<file path="config.mk">
export PLATFORM = sky130hd
export DESIGN_NAME = offset_cancel_seq
export DESIGN_NICKNAME = d
export VERILOG_FILES = /design/src/ocal_pkg.sv /design/src/ocal_counter.sv /design/src/offset_cancel_seq.sv
export VERILOG_INCLUDE_DIRS = /design/src
export SDC_FILE = /design/constraint.sdc
export NUM_CORES = 1
export LEC_CHECK = 0
export BUFFER_PORTS_ARGS = -buffer_cell sky130_fd_sc_hd__buf_2
export CAP_MARGIN = 20
export CORE_AREA = 2 2 55 57
export DETAILED_ROUTE_END_ITERATION = 16
export DIE_AREA = 0 0 57 59
export PLACE_DENSITY = 0.74
export SYNTH_ARGS = -nofsm -noshare
export SYNTH_HDL_FRONTEND = slang
export SYNTH_HIERARCHICAL = 1
export SYNTH_SLANG_ARGS = --single-unit
</file>
<file path="constraint.sdc">
create_clock -name core_clk_i -period 1.7 [get_ports core_clk_i]
set_clock_uncertainty 0.15 [all_clocks]
set_input_delay 0.255 -clock core_clk_i [delete_from_list [all_inputs] [get_ports core_clk_i]]
set_output_delay 0.255 -clock core_clk_i [all_outputs]
set_load 0.02 [all_outputs]
</file>
<file path="src/ocal_defines.svh">
// Timing counts and reset values for the offset-cancel sequencer
`ifndef OCAL_DEFINES_SVH
`define OCAL_DEFINES_SVH
`define OCAL_SIM_CYCLES      5'h10
`define OCAL_CNT_W           5
`define OCAL_NUM_CH          4
`define OCAL_CH_W            2
`define OCAL_BUSY_RST        1'h0
`endif

</file>
<file path="src/ocal_pkg.sv">
// Types shared by the offset-cancel sequencer files
package ocal_pkg;
  typedef enum logic [4:0] {
    ST_IDLE0 = 5'b0_0001,
    ST_CAL   = 5'b0_0010,
    ST_READY = 5'b0_0100,
    ST_RECFG = 5'b0_1000,
    ST_DONE  = 5'b1_0000
  } seq_state_t;

  typedef enum logic [1:0] {
    RC_ANALOG  = 2'h0,
    RC_CHANNEL = 2'h1,
    RC_PLL     = 2'h2,
    RC_NONE    = 2'h3
  } recfg_kind_t;

  typedef struct packed {
    logic        valid;
    recfg_kind_t kind;
    logic [1:0]  channel;
  } recfg_req_t;
endpackage

</file>
<file path="src/ocal_counter.sv">
// Down counter that times one calibration or reconfiguration pass
`timescale 1ns/10ps
`default_nettype none
`include "ocal_defines.svh"
module ocal_counter
(
  input  wire logic                   core_clk_i,
  input  wire logic                   reset_i,
  input  wire logic                   clk_en_i,
  input  wire logic                   load_i,
  output logic                        zero_o
);
  logic [`OCAL_CNT_W-1:0] cnt_r;
  logic [`OCAL_CNT_W-1:0] cnt_nxt;
  logic                   zero_r;
  logic                   zero_nxt;

  // Next count; load starts a full pass
  always_comb
  begin
    cnt_nxt  = cnt_r;
    zero_nxt = zero_r;
    if (load_i)
    begin
      cnt_nxt  = `OCAL_SIM_CYCLES - 5'h1;
      zero_nxt = 1'b0;
    end
    else if (cnt_r != 5'h0)
    begin
      cnt_nxt  = cnt_r - 5'h1;
      zero_nxt = (cnt_r == 5'h1);
    end
  end

  // Count registers
  always_ff @(posedge core_clk_i)
  begin
    if (reset_i)
    begin
      cnt_r  <= 5'h0;
      zero_r <= 1'b0;
    end
    else if (clk_en_i)
    begin
      cnt_r  <= cnt_nxt;
      zero_r <= zero_nxt;
    end
  end

  assign zero_o = zero_r;
endmodule
`default_nettype wire

</file>
<file path="src/offset_cancel_seq.sv">
// Offset-cancel sequencer with per-channel reconfiguration control
`timescale 1ns/10ps
`default_nettype none
`include "ocal_defines.svh"
module offset_cancel_seq
(
  input  wire logic                          core_clk_i,
  input  wire logic                          reset_i,
  input  wire logic                          clk_en_i,
  input  wire ocal_pkg::recfg_req_t          req_i,
  input  wire logic                          user_pwrdn_i,
  input  wire logic [`OCAL_NUM_CH-1:0]       user_ch_rst_i,
  output logic                               busy_o,
  output logic                               cal_done_o,
  output logic                               pwrdn_err_o,
  output logic                               block_pwrdn_o,
  output logic [`OCAL_NUM_CH-1:0]            ch_rst_o,
  output ocal_pkg::recfg_kind_t              recfg_kind_o
);
  ocal_pkg::seq_state_t  st_r;
  ocal_pkg::seq_state_t  st_nxt;
  ocal_pkg::recfg_kind_t kind_r;
  ocal_pkg::recfg_kind_t kind_nxt;
  logic [`OCAL_CH_W-1:0] ch_r;
  logic [`OCAL_CH_W-1:0] ch_nxt;
  logic                  busy_r;
  logic                  busy_nxt;
  logic                  done_r;
  logic                  done_nxt;
  logic                  err_r;
  logic                  err_nxt;
  logic                  pwrdn_r;
  logic [`OCAL_NUM_CH-1:0] rst_r;
  logic [`OCAL_NUM_CH-1:0] rst_nxt;
  logic                  load;
  logic                  cnt_zero;

  // ---------------------------------------------------------------
  // Pass timer
  // ---------------------------------------------------------------
  ocal_counter u_timer
  (
    .core_clk_i (core_clk_i),
    .reset_i    (reset_i),
    .clk_en_i   (clk_en_i),
    .load_i     (load),
    .zero_o     (cnt_zero)
  );

  // ---------------------------------------------------------------
  // Sequencer
  // ---------------------------------------------------------------
  // Next state, busy and reconfiguration target
  always_comb
  begin
    st_nxt   = st_r;
    busy_nxt = busy_r;
    done_nxt = done_r;
    kind_nxt = kind_r;
    ch_nxt   = ch_r;
    load     = 1'b0;
    case (st_r)
      ocal_pkg::ST_IDLE0:
      begin
        st_nxt   = ocal_pkg::ST_CAL;
        busy_nxt = 1'b1;
        load     = 1'b1;
      end
      ocal_pkg::ST_CAL:
      begin
        if (cnt_zero)
        begin
          st_nxt   = ocal_pkg::ST_READY;
          busy_nxt = 1'b0;
          done_nxt = 1'b1;
        end
      end
      ocal_pkg::ST_READY:
      begin
        // Requests taken only while idle
        if (req_i.valid && req_i.kind != ocal_pkg::RC_NONE)
        begin
          st_nxt   = ocal_pkg::ST_RECFG;
          busy_nxt = 1'b1;
          kind_nxt = req_i.kind;
          ch_nxt   = req_i.channel;
          load     = 1'b1;
        end
      end
      ocal_pkg::ST_RECFG:
      begin
        if (cnt_zero)
        begin
          st_nxt   = ocal_pkg::ST_READY;
          busy_nxt = 1'b0;
          kind_nxt = ocal_pkg::RC_NONE;
        end
      end
      default:
      begin
        st_nxt   = ocal_pkg::ST_IDLE0;
        busy_nxt = `OCAL_BUSY_RST;
      end
    endcase
  end

  // Power-down misuse during calibration is sticky
  always_comb
  begin
    err_nxt = err_r;
    if (st_r == ocal_pkg::ST_CAL && user_pwrdn_i)
      err_nxt = 1'b1;
  end

  // Per-channel resets; the channel under reconfig is held in reset
  genvar g;
  generate
    for (g = 0; g < `OCAL_NUM_CH; g = g + 1)
    begin : g_rst
      always_comb
      begin
        rst_nxt[g] = user_ch_rst_i[g] ||
                     (st_nxt == ocal_pkg::ST_RECFG &&
                      ch_nxt == `OCAL_CH_W'(g));
      end
    end
  endgenerate

  // State registers
  always_ff @(posedge core_clk_i)
  begin
    if (reset_i)
    begin
      st_r    <= ocal_pkg::ST_IDLE0;
      busy_r  <= `OCAL_BUSY_RST;
      done_r  <= 1'b0;
      err_r   <= 1'b0;
      kind_r  <= ocal_pkg::RC_NONE;
      ch_r    <= 2'h0;
      pwrdn_r <= 1'b0;
      rst_r   <= 4'h0;
    end
    else if (clk_en_i)
    begin
      st_r    <= st_nxt;
      busy_r  <= busy_nxt;
      done_r  <= done_nxt;
      err_r   <= err_nxt;
      kind_r  <= kind_nxt;
      ch_r    <= ch_nxt;
      pwrdn_r <= user_pwrdn_i;
      rst_r   <= rst_nxt;
    end
  end

  assign busy_o        = busy_r;
  assign cal_done_o    = done_r;
  assign pwrdn_err_o   = err_r;
  assign block_pwrdn_o = pwrdn_r;
  assign ch_rst_o      = rst_r;
  assign recfg_kind_o  = kind_r;

  // ---------------------------------------------------------------
  // Checks
  // ---------------------------------------------------------------
  // Enabled edges seen with busy high, for the pass-length check
  logic [`OCAL_CNT_W-1:0] span_r;
  logic [`OCAL_CNT_W-1:0] span_nxt;

  // Next span count; restarts whenever busy is low
  always_comb
  begin
    span_nxt = 5'h0;
    if (busy_r)
      span_nxt = span_r + 5'h1;
  end

  // Span register, frozen with the clock enable like the timer
  always_ff @(posedge core_clk_i)
  begin
    if (reset_i)
      span_r <= 5'h0;
    else if (clk_en_i)
      span_r <= span_nxt;
  end

  property p_first_low;
    @(posedge core_clk_i) disable iff (reset_i)
    ($fell(reset_i) && clk_en_i) |-> !busy_o;
  endproperty
  a_first_low: assert property (p_first_low)
    else $error("busy high in first cycle");

  property p_rise_second;
    @(posedge core_clk_i) disable iff (reset_i)
    (st_r == ocal_pkg::ST_IDLE0 && clk_en_i) |=> busy_o;
  endproperty
  a_rise_second: assert property (p_rise_second)
    else $error("busy not raised in second cycle");

  property p_fall_done;
    @(posedge core_clk_i) disable iff (reset_i)
    ($fell(busy_o) && !cal_done_o) |-> 1'b0;
  endproperty
  a_fall_done: assert property (p_fall_done)
    else $error("busy fell before calibration done");

  property p_sixteen;
    @(posedge core_clk_i) disable iff (reset_i)
    ($fell(busy_o) && !$past(reset_i)) |-> span_r == `OCAL_SIM_CYCLES;
  endproperty
  a_sixteen: assert property (p_sixteen)
    else $error("calibration not sixteen cycles");

  property p_recfg_reset;
    @(posedge core_clk_i) disable iff (reset_i)
    (st_r == ocal_pkg::ST_RECFG) |-> ch_rst_o[ch_r];
  endproperty
  a_recfg_reset: assert property (p_recfg_reset)
    else $error("reconfigured channel not in reset");

  property p_pwrdn_follow;
    @(posedge core_clk_i) disable iff (reset_i)
    clk_en_i |=> block_pwrdn_o == $past(user_pwrdn_i);
  endproperty
  a_pwrdn_follow: assert property (p_pwrdn_follow)
    else $error("power-down not forwarded");

  property p_err_sticky;
    @(posedge core_clk_i) disable iff (reset_i)
    (st_r == ocal_pkg::ST_CAL && user_pwrdn_i && clk_en_i) |=> pwrdn_err_o;
  endproperty
  a_err_sticky: assert property (p_err_sticky)
    else $error("power-down during calibration not flagged");

  property p_no_take_busy;
    @(posedge core_clk_i) disable iff (reset_i)
    (busy_o && st_r == ocal_pkg::ST_RECFG && !cnt_zero) |=>
      $stable(ch_r);
  endproperty
  a_no_take_busy: assert property (p_no_take_busy)
    else $error("request taken while busy");
endmodule
`default_nettype wire

</file>
==> results of run 1 <==
[Yosys cell counts (2+ instances only)]
library cell	number	area [sq um]
mux2i_1	5	50.1
clkbuf_1	3	11.3
inv_1	8	30.0
or2b_1	2	15.0
ha_1	2	25.0
nand2_1	6	22.5
o31ai_1	2	15.0
nor3_4	2	32.5
dfxtp_1	23	460
nor3_1	5	25.0
o21ai_0	4	20.0
a31oi_1	3	18.8
a31o_1	2	17.5
a21o_1	5	37.5
a211oi_1	2	15.0
nand2b_1	5	31.3
o21a_1	2	15.0
nand3_1	3	15.0
a21oi_1	6	30.0
buf_6	3	33.8
nor2_1	19	71.3
[state kept, by name, summed over array words and instances (netlist names)]
signal          flops
ch_r                2
st_r                5
u_timer/cnt_r       5
busy_o              1
cal_done_o          1
pwrdn_err_o         1
block_pwrdn_o       1
recfg_kind_o        2
ch_rst_o            4
u_timer/zero_o      1
[report_power, final]
| group | leakage (nW) | switching (mW) | internal (mW) | total, mW |
|---|---|---|---|---|
| combinational | 0.423 | 0.145 | 0.131 | 0.276 |
| clock | 0.0177 | 0.175 | 0.0881 | 0.264 |
| sequential | 0.191 | 0.0300 | 0.567 | 0.597 |
[critical path, cell delays in order (launching register included)]
cell      delay (ps)
dfxtp_4          390
buf_6            120
or4b_4           530
nor3_4           170
nor2_1            80
a211oi_2         200
[path summary, 6_finish.rpt]
check / to / cells after the start / startpoint
min reg2reg: pwrdn_err_o$_SDFFE_PP0P_ / 2 / pwrdn_err_o$_SDFFE_PP0P_
min: block_pwrdn_o$_SDFFE_PP0P_ / 3 / user_pwrdn_i
max reg2reg: st_r[2]$_SDFFE_PP0P_ / 5 / st_r[0]$_SDFFE_PP1P_
max: st_r[2]$_SDFFE_PP0P_ / 5 / st_r[0]$_SDFFE_PP1P_
[layout by cell type, fill, tap and decap left out, drive strengths merged, types with 3 or more instances in the layout]
master	n
buf	37
dfxtp	23
nor2	19
inv	8
nor3	7
a21oi	6
nand2b	6
nand2	6
mux2i	5
a21o	5
o21ai	5
a31oi	3
clkbuf	3
nand3	3
a211oi	3
o31ai	3
[per-layer routing]
layer / vias to the layer above / share of wire (%) / GRT usage [%]
met5: - / 0 / 0
met4: 0 / 1.1 / 4.98
met3: 4 / 4.9 / 3.06
met2: 33 / 50 / 31.2
met1: 536 / 43 / 21.1
li1: 573 / - / -
[per-stage QoR]
step	std cells	hold WS (ps)	power (mW)
4_1_cts	204	33.5	1.12
2_1_floorplan	141	177	0.782
3_3_place_gp	200	304	0.849
5_1_grt	205	52.8	1.20
3_5_place_dp	200	307	0.858
6_report	205	38.7	1.14
[cell families after synthesis]
logic type | Yosys count | share of synthesized area [%]
AOI/OAI and AO/OA | 39 | 23.6
xor gates and xnor gates | 2 | 1.36
adders and majority gates | 2 | 1.94
buffers and inverters | 16 | 6.71
DFF | 23 | 35.8
muxes | 6 | 5.05
and+or+nand+nor | 53 | 25.6
[layout make-up]
cell class | count | area (sq um)
multi-input combinational | 102 | 781
sequential | 23 | 474
clock inverter | 1 | 5.00
tap | 31 | 38.8
timing repair buffer | 37 | 230
clock buffer | 3 | 22.5
fill | 253 | 1130
inverter | 8 | 30.0
[what timing repair did]
item,in CTS,in global routing
resized for setup,8,15
endpoints found under the setup margin,14,16
pin swaps,1,8
buffers inserted,0,1
==> out/metrics.csv, run 1 <==
stage,metric,value,unit
setup_path,cp-start-kind,register,
detailed_routing,drtIter0Drc,44,
clock_network,path_clk_slew,130,ps
finish,stdcell_area,1580,sq um
placed_design,portBuffers,22,
clock_network,cts_buffer_depth,2,
detailed_routing,drcViolationCount,0,
logic_synthesis,synth-edff-count,0,
finish,fin_nets,190,
detailed_routing,via_per_inst,5.59,
grt,grt_start_max_net_pins,25,
pwr,pwr_density_cell,719,nW/um^2
finish,area_growth,22.8,%
logic_synthesis,syn_nets,156,
logic_synthesis,ys_seq_area_share,35.8,%
finish,antenna_cells,0,
clock_network,htreeDepth,1,
timing,rsz0062_at_grt,yes,
timing,slew_violations,0,
die,die_x,57,um
setup_path,crit_path_end_kind,register,
timing,max_freq,583,MHz
timing,worst_pin_slew,417,ps
pwr,p_leak,0.632,nW
clock_network,cts_buffers,3,
logic_synthesis,postSynthAreaPerCell,9.13,sq um
die,dieArea,3360,sq um
timing,setup_ws,-15.3,ps
placed_design,pre_cts_slack,-67.4,ps
status,status,finished with violations,
setup_path,cp.arrival,1810,ps
setup_path,rrSetupSlack,-20,ps
detailed_routing,wire_per_inst,13.5,um
timing,tns,-33.5,ps
placed_design,gp_congestion,0.776,
grt,grt_pass1_wl,4640,um
logic_synthesis,ys_types,50,
setup_path,critPathMaxFanout,4,
finish,post-route-util,58.4,%
logic_synthesis,synth_flop_cell,dfxtp_1,
flow_run,cap_violations,0,
die,io_pins,23,
detailed_routing,drtAntennaViolNets,0,
die,initial_core_util,47.5,%
grt,grt_pass1_vias,1098,
clock_network,holdBufCountCts,0,
worst_hold_path,min_path_type,primary input to register,
pwr,vdd_drop_max,0.383,mV
clock_network,cts_tree,yes,
timing,layout_min_cycle_time,1720,ps
finish,drive_gt1_share,38.5,%
logic_synthesis,postSynthCellCount,141,
grt,grt_usage,17.3,%
logic_synthesis,netlist_area,1290,sq um
grt,overflow,0,
timing,period_share,101,%
timing,max_slew_margin,72.2,%
setup_path,critPathRequiredTime,1800,ps
timing,hold_viol_final,0,
status,violations,negative setup slack,
timing,setup_viol,4,
clock_network,root_buffer,clkbuf_4,
die,core_area,2710,sq um
placed_design,dp_hpwl,2050,um
grt,antenna_found_initial,0,
detailed_routing,dr.pass1.iters,4,
placed_design,dpl_cell_area,1490,sq um
clock_network,clk_latency,320,ps
die,rows,19,
logic_synthesis,yosysWarnings,6,
logic_synthesis,yosys_register_bits,23,
clock_network,cts_num_sinks,23,
detailed_routing,finalWirelength,2770,um
die,die_y,59,um
detailed_routing,via_count,1146,
setup_path,critPathKind,register to register,
logic_synthesis,async_flop_share,0,%
(Power assumes the default switching activity.)
==> run 2: changes to the inputs <==
==> constraint.sdc (replaced) <==
create_clock -name core_clk_i -period 1.7 [get_ports core_clk_i]
set_clock_uncertainty 0.15 [all_clocks]
set_input_delay 0.17 -clock core_clk_i [delete_from_list [all_inputs] [get_ports core_clk_i]]
set_output_delay 0.17 -clock core_clk_i [all_outputs]
set_load 0.02 [all_outputs]
==> out/metrics.csv, run 2 (synthesis results as in run 1) <==
stage,metric,value,unit,change
finish,fill_cells,231,,-8.7%
die,initial_core_util,47.5,%,unchanged
placed_design,dpl_cell_area,1490,sq um,unchanged
setup_path,cp.arrival,1810,ps,about the same
detailed_routing,finalWirelength,2770,um,about the same
timing,hold_viol_final,1,,+1
die,core_area,2710,sq um,unchanged
clock_network,clk_latency,320,ps,about the same
status,violations,"negative hold slack, negative setup slack",,
grt,grt_pass1_vias,1127,,+2.6%
placed_design,dp_hpwl,2060,um,+0.44%
pwr,vdd_drop_max,0.491,mV,+28%
setup_path,cp_slowest_stage_delay,500,ps,-30 ps
setup_path,cp-start-kind,register,,
grt,grt_pass1_wl,4690,um,+0.90%
detailed_routing,wire_per_inst,13.4,um,-1.0%
detailed_routing,drtIter0Drc,26,,-41%
clock_network,path_clk_slew,120,ps,about the same
timing,whs,-23.2,ps,-61.9 ps
flow_run,cap_violations,0,,unchanged
setup_path,critPathMaxFanout,4,,unchanged
finish,final_common_cell,buf_2,,
setup_path,crit_path_start,st_r[1]$_SDFFE_PP0P_,,
timing,slew_violations,0,,unchanged
die,die_y,59,um,unchanged
grt,overflow,0,,unchanged
timing,setup_ws,-12.3,ps,+2.99 ps
setup_path,cp.depth,5,,unchanged
detailed_routing,drcViolationCount,0,,unchanged
timing,max_slew_margin,70.9,%,-1.4 points
clock_network,cts_tree,yes,,
clock_network,cts_num_sinks,23,,unchanged
finish,regArea,474,sq um,unchanged
clock_network,cts_buffers,3,,unchanged
detailed_routing,via_per_inst,5.56,,-0.62%
setup_path,path_delay_family,simple AND/OR/NAND/NOR gates,,
die,rows,19,,unchanged
finish,antenna_cells,0,,unchanged
pwr,pwr_density_cell,714,nW/um^2,-0.73%
placed_design,portBuffers,22,,unchanged
setup_path,r2r_end,st_r[2]$_SDFFE_PP0P_,,
setup_path,path_cells,buf_4 -> or4b_4 -> nor3_4 -> nor2_1 -> a211oi_2,,
setup_path,r2r_cells,5,,unchanged
placed_design,gp_congestion,0.791,,+2.0%
clock_network,root_buffer,clkbuf_4,,
grt,antenna_found_initial,0,,unchanged
grt,grt_usage,17.4,%,+0.17 points
finish,multiInputGateArea,758,sq um,-2.9%
setup_path,cp_num_buf_inv,1,,unchanged
setup_path,critPathKind,register to register,,
clock_network,cts_buffer_depth,2,,unchanged
setup_path,crit_path_end_kind,register,,
finish,final_cell_mix,"22 x buf_2, 19 x nor2_1, 18 x dfxtp_1",,
timing,period_share,101,%,-0.18 points
status,status,finished with violations,,
finish,drive_gt1_share,34.7,%,-3.8 points
detailed_routing,via_count,1150,,+0.35%
timing,rsz0062_at_grt,yes,,
setup_path,r2r-start,st_r[1]$_SDFFE_PP0P_,,
detailed_routing,drtAntennaViolNets,0,,unchanged
setup_path,critPathRequiredTime,1800,ps,about the same
die,die_x,57,um,unchanged
pwr,p_total,1.12,mW,-1.2%
timing,setup_viol,2,,-2
setup_path,rrSetupSlack,-10,ps,about the same
die,io_pins,23,,unchanged
finish,area_growth,22.3,%,
setup_path,critPathSlowestCell,or4b_4,,
timing,layout_min_cycle_time,1710,ps,-2.99 ps
grt,grt_start_max_net_pins,25,,unchanged
die,dieArea,3360,sq um,unchanged
pwr,p_leak,0.640,nW,+1.2%
finish,stdcell_area,1570,sq um,-0.47%
setup_path,cp-endpoint,st_r[2]$_SDFFE_PP0P_,,
detailed_routing,dr.pass1.iters,4,,unchanged
timing,tns,-23.4,ps,+10.1 ps
worst_hold_path,min_path_type,primary input to register,,
timing,max_freq,584,MHz,+0.17%
clock_network,htreeDepth,1,,unchanged
finish,fin_nets,192,,+1.1%
timing,worst_pin_slew,436,ps,+19.7 ps
run 2: cell types whose count changed in the layout (fill, tap and decap cells not counted), moves of 2 or more:
cell           previous run  this run
dlygate4sd3_1             0         3
buf_6                     2         0
nor2_1                   17        19
nor2_2                    2         0
run 2: layout make-up:
type,instances,area share [%]
Sequential cell,23,30.1
Multi-Input combinational cell,102,48.2
Clock inverter,1,0.318
Clock buffer,3,1.43
Timing Repair Buffer,39,15.6
Tap cell,31,2.46
Inverter,8,1.91
run 2: report_power, final:
| part | switching, mW | internal, mW |
|---|---|---|
| combinational | 0.138 | 0.123 |
| clock | 0.175 | 0.0884 |
| sequential | 0.0315 | 0.568 |
run 2: worst reg2reg max path, delay by kind of cell (launching register included):
family,cells,cell delay (ps)
and+or+nand+nor,3,780
AOI/OAI and AO/OA,1,200
DFF,1,370
buffers and inverters,1,140
run 2: per-layer routing:
layer | global-route usage [%] | vias to the layer above | part of all wire (%) | wire length, um
met2 | 31.4 | 22 | 49 | 1350
met1 | 21.1 | 551 | 47 | 1290
met5 | 0 | - | 0 | 0
met4 | 7.64 | 0 | 1.4 | 38
met3 | 1.97 | 2 | 3.3 | 92
li1 | - | 575 | - | -
run 2: worst min path at each step:
stage	slack (ps)	startpoint	to	cells past startpoint
finish	-20	req_i[2]	recfg_kind_o[0]$_SDFFE_PP1P_	3
CTS	-30	req_i[2]	recfg_kind_o[0]$_SDFFE_PP1P_	3
global placement	270	user_pwrdn_i	block_pwrdn_o$_SDFFE_PP0P_	3
detailed placement	280	user_pwrdn_i	block_pwrdn_o$_SDFFE_PP0P_	3
floorplan	90	reset_i	u_timer/cnt_r[1]$_SDFFE_PP0P_	1
global route	20	req_i[2]	recfg_kind_o[0]$_SDFFE_PP1P_	3
run 2: per-stage QoR:
stage	instances	util (%)	worst slack, ps
floorplan	141	-	-3.22
global placement	200	54.8	-42.3
detailed placement	200	54.8	-87.8
CTS	207	57.5	-10.9
global route	207	58.1	-95.5
finish	207	58.1	-12.3
run 2: what timing repair did:
| action | CTS | global route |
|---|---|---|
| pin swaps | 1 | 1 |
| endpoints found under the hold margin | 5 | 0 |
| buffers inserted | 0 | 0 |
| endpoints found under the setup margin | 12 | 15 |
| resized for setup | 8 | 5 |
| hold buffers | 3 | 0 |
==> run 3: changes to the inputs <==
--- a/config.mk
+++ b/config.mk
@@ -6,12 +6,13 @@
 export SDC_FILE = /design/constraint.sdc
 export NUM_CORES = 1
 export LEC_CHECK = 0
+export ABC_AREA = 1
 export BUFFER_PORTS_ARGS = -buffer_cell sky130_fd_sc_hd__buf_2
 export CAP_MARGIN = 20
-export CORE_AREA = 2 2 55 57
+export CORE_AREA = 2 2 54 56
 export DETAILED_ROUTE_END_ITERATION = 16
-export DIE_AREA = 0 0 57 59
-export PLACE_DENSITY = 0.74
+export DIE_AREA = 0 0 56 58
+export PLACE_DENSITY = 0.75
 export SYNTH_ARGS = -nofsm -noshare
 export SYNTH_HDL_FRONTEND = slang
 export SYNTH_HIERARCHICAL = 1
==> out/metrics.csv, run 3 <==
stage,metric,value,unit,change
status,status,"finished, final reports clean",,
timing,max_freq,665,MHz,+14%
logic_synthesis,synth_largest_area_cell,dfxtp_1,,
clock_network,cts_buffers,3,,unchanged
logic_synthesis,synthMuxAreaShare,0,%,-5.1 points
pwr,switching_share,31.9,%,+1.2 points
timing,max_slew_margin,71.2,%,+0.38 points
setup_path,r2r_cells,9,,+4
die,die_x,56,um,-1.8%
die,core_area,2660,sq um,-1.8%
finish,final_cell_mix,"53 x nand2_1, 25 x inv_1, 24 x nor2_1",,
logic_synthesis,ys_types,23,,-54%
flow_run,cap_violations,0,,unchanged
timing,slew_violations,0,,unchanged
timing,rsz0062_at_grt,no,,
clock_network,root_buffer,clkbuf_4,,
setup_path,crit_path_end_kind,register,,
logic_synthesis,ys_seq_area_share,37.0,%,+1.2 points
setup_path,critPathKind,register to register,,
finish,fill_cells,269,,+16%
grt,grt_pass1_wl,4570,um,-2.4%
detailed_routing,drtAntennaViolNets,0,,unchanged
finish,area_growth,19.1,%,
detailed_routing,drtIter0Drc,76,,+190%
worst_hold_path,worstHoldStart,reset_i,,
finish,regArea,462,sq um,-2.6%
clock_network,htreeDepth,1,,unchanged
logic_synthesis,async_flop_share,0,%,unchanged
finish,final_cells,251,,+21%
setup_path,cp.arrival,1570,ps,-240 ps
detailed_routing,via_per_inst,4.89,,-12%
logic_synthesis,yosysMostFrequentCell,nand2_1,,
finish,drive_gt1_share,20.0,%,-15 points
timing,layout_min_cycle_time,1500,ps,-208 ps
grt,grt_start_max_net_pins,15,,-40%
clock_network,clk_latency,320,ps,about the same
logic_synthesis,netlist_area,1240,sq um,-3.3%
timing,period_share,88.5,%,-12 points
die,dieArea,3250,sq um,-3.4%
setup_path,critPathRequiredTime,1770,ps,-30 ps
logic_synthesis,yosys_register_bits,23,,unchanged
placed_design,dp_hpwl,1910,um,-7.4%
detailed_routing,drcViolationCount,0,,unchanged
die,rows,19,,unchanged
die,die_y,58,um,-1.7%
clock_network,cts_num_sinks,23,,unchanged
timing,hold_viol_final,0,,-1
placed_design,portBuffers,22,,unchanged
pwr,p_clk_share,22.6,%,-0.8 points
placed_design,gp_congestion,0.789,,-0.27%
logic_synthesis,synth_top_area_share,37.0,%,+1.2 points
clock_network,cts_tree,yes,,
pwr,switchingPower,0.358,mW,+3.9%
finish,fin_nets,236,,+23%
worst_hold_path,holdPathEnd,st_r[1]$_SDFFE_PP0P_,,
logic_synthesis,synth_flop_cell,dfxtp_1,,
detailed_routing,finalWirelength,2640,um,-4.6%
logic_synthesis,synth_xor_area_share,0.704,%,-0.66 points
grt,overflow,0,,unchanged
timing,tns,0,ps,+23.4 ps
timing,setup_viol,0,,-2
logic_synthesis,postSynthCellCount,189,,+34%
clock_network,path_clk_slew,130,ps,about the same
logic_synthesis,synth_top_family_by_area,simple AND/OR/NAND/NOR gates,,
logic_synthesis,synth-compound-area-share,11.4,%,-12 points
die,initial_core_util,46.8,%,-0.75 points
detailed_routing,via_count,1227,,+6.7%
logic_synthesis,synth-simple-area-share,40.1,%,+15 points
setup_path,critPathMaxFanout,7,,+3
pwr,pwr_density_cell,757,nW/um^2,+6.0%
logic_synthesis,synth-edff-count,0,,unchanged
timing,worst_pin_slew,431,ps,-5.31 ps
pwr,comb_power_share,23.5,%,+0.3 points
setup_path,cp-start-kind,register,,
setup_path,r2r_end,u_timer/cnt_r[1]$_SDFFE_PP0P_,,
grt,grt_usage,17.6,%,+0.16 points
die,io_pins,23,,unchanged
timing,whs,12.4,ps,+35.7 ps
worst_hold_path,hold_depth,2,,-1
setup_path,rrSetupSlack,200,ps,+210 ps
finish,final_common_cell,nand2_1,,
clock_network,cts_buffer_depth,2,,unchanged
setup_path,r2r-start,st_r[2]$_SDFFE_PP0P_,,
detailed_routing,wire_per_inst,10.5,um,-21%
logic_synthesis,yosysWarnings,6,,unchanged
logic_synthesis,synthAdderAreaFrac,2.01,%,+0.066 points
grt,antenna_found_initial,0,,unchanged
pwr,vdd_drop_max,0.563,mV,+15%
pwr,seqPwrFrac,54.0,%,+0.7 points
pwr,internal_power,0.764,mW,-1.9%
logic_synthesis,postSynthAreaPerCell,6.59,sq um,-28%
logic_synthesis,syn_nets,204,,+31%
pwr,p_leak,0.752,nW,+18%
detailed_routing,dr.pass1.iters,4,,unchanged
finish,multiInputGateArea,674,sq um,-11%
grt,grt_pass1_vias,1076,,-4.5%
placed_design,dp.cells,240,,+20%
finish,antenna_cells,0,,unchanged
worst_hold_path,min_path_type,primary input to register,,
logic_synthesis,yosys-top-cells-count,"53 x nand2_1, 25 x inv_1, 24 x nor2_1",,
logic_synthesis,synth_area_leaders,"dfxtp_1 37%, nand2_1 16%, nand3_1 7.6%, inv_1 7.5%, nor2_1 7.2%",,
run 3: cell types whose count changed after synthesis, sizes merged, moves of 9 or more:
| cell | before | now |
|---|---|---|
| nor2 | 19 | 28 |
| nand2 | 6 | 56 |
| inv | 8 | 26 |
| nand3 | 3 | 22 |
run 3: worst max-delay path, stage by stage (launching register included):
cell,delay (ps)
dfxtp_1,440
nor2_1,80
nand4_1,120
nand2_1,100
nor2_2,120
nand3_2,130
nand2_4,120
inv_2,40
nor2_1,80
nor2_1,50
run 3: worst max-delay path by stage:
stage                               endpoint                 start  slack (ps)  cells after the start
2_1_floorplan    u_timer/zero_o$_SDFFE_PP0P_  st_r[3]$_SDFFE_PP0P_         300                     11
4_1_cts        u_timer/cnt_r[3]$_SDFFE_PP0P_  st_r[2]$_SDFFE_PP0P_         110                     10
6_report       u_timer/cnt_r[1]$_SDFFE_PP0P_  st_r[2]$_SDFFE_PP0P_         200                      9
5_1_grt        u_timer/cnt_r[1]$_SDFFE_PP0P_  st_r[2]$_SDFFE_PP0P_          20                      9
3_3_place_gp   u_timer/cnt_r[0]$_SDFFE_PP0P_  st_r[2]$_SDFFE_PP0P_         170                      9
3_5_place_dp   u_timer/cnt_r[0]$_SDFFE_PP0P_  st_r[2]$_SDFFE_PP0P_         130                      9
run 3: layout make-up:
type	count	area share, %
well taps	31	2.62
clock inverters	1	0.338
repair buffers	30	12.3
inverters	26	6.58
flip-flops and latches	23	31.1
clock buffers	3	1.52
multi-input cells	137	45.5
run 3: routing by layer:
metal	share of wire [%]	vias to the layer above	wire (um)	GRT usage [%]
met5	0	-	0	0
met4	1.6	0	42	6.12
met3	4.1	5	108	2.68
met2	44	32	1160	28.4
met1	50	533	1330	24.2
li1	-	657	-	-
run 3: cells by family (layout without fill, tap and decap cells):
kind of cell	Yosys count	in the layout
XOR/XNOR	1	1
AO/OA/AOI/OAI	24	24
AND/OR/NAND/NOR	110	110
flip-flops	23	23
buffers and inverters	29	60
adder cells (fa/ha/maj)	2	2
run 3: through the flow:
step	utilization (%)	cell area [sq um]	worst slack, ps	power [mW]
finish	55.7	1480	195	1.12
global route	55.7	1480	22.1	1.19
CTS	55.1	1470	112	1.13
detailed placement	52.2	1390	133	0.870
global placement	52.2	1390	166	0.868
floorplan	-	1240	295	0.803
run 3: timing repair:
item	4_1_cts	5_1_grt
buffers inserted	0	2
hold buffers	5	0
gates resized for setup	0	1
endpoints found under the setup margin	0	5
hold endpoints to repair	6	0
run 3: power by group through the flow:
| stage | Clock, mW | Combinational [mW] | Sequential [mW] |
|---|---|---|---|
| after detailed placement | 0 | 0.253 | 0.616 |
| after global placement | 0 | 0.252 | 0.616 |
| after CTS | 0.264 | 0.263 | 0.604 |
| final | 0.253 | 0.263 | 0.605 |
| after global routing | 0.280 | 0.303 | 0.611 |
| after floorplan | 0 | 0.177 | 0.626 |
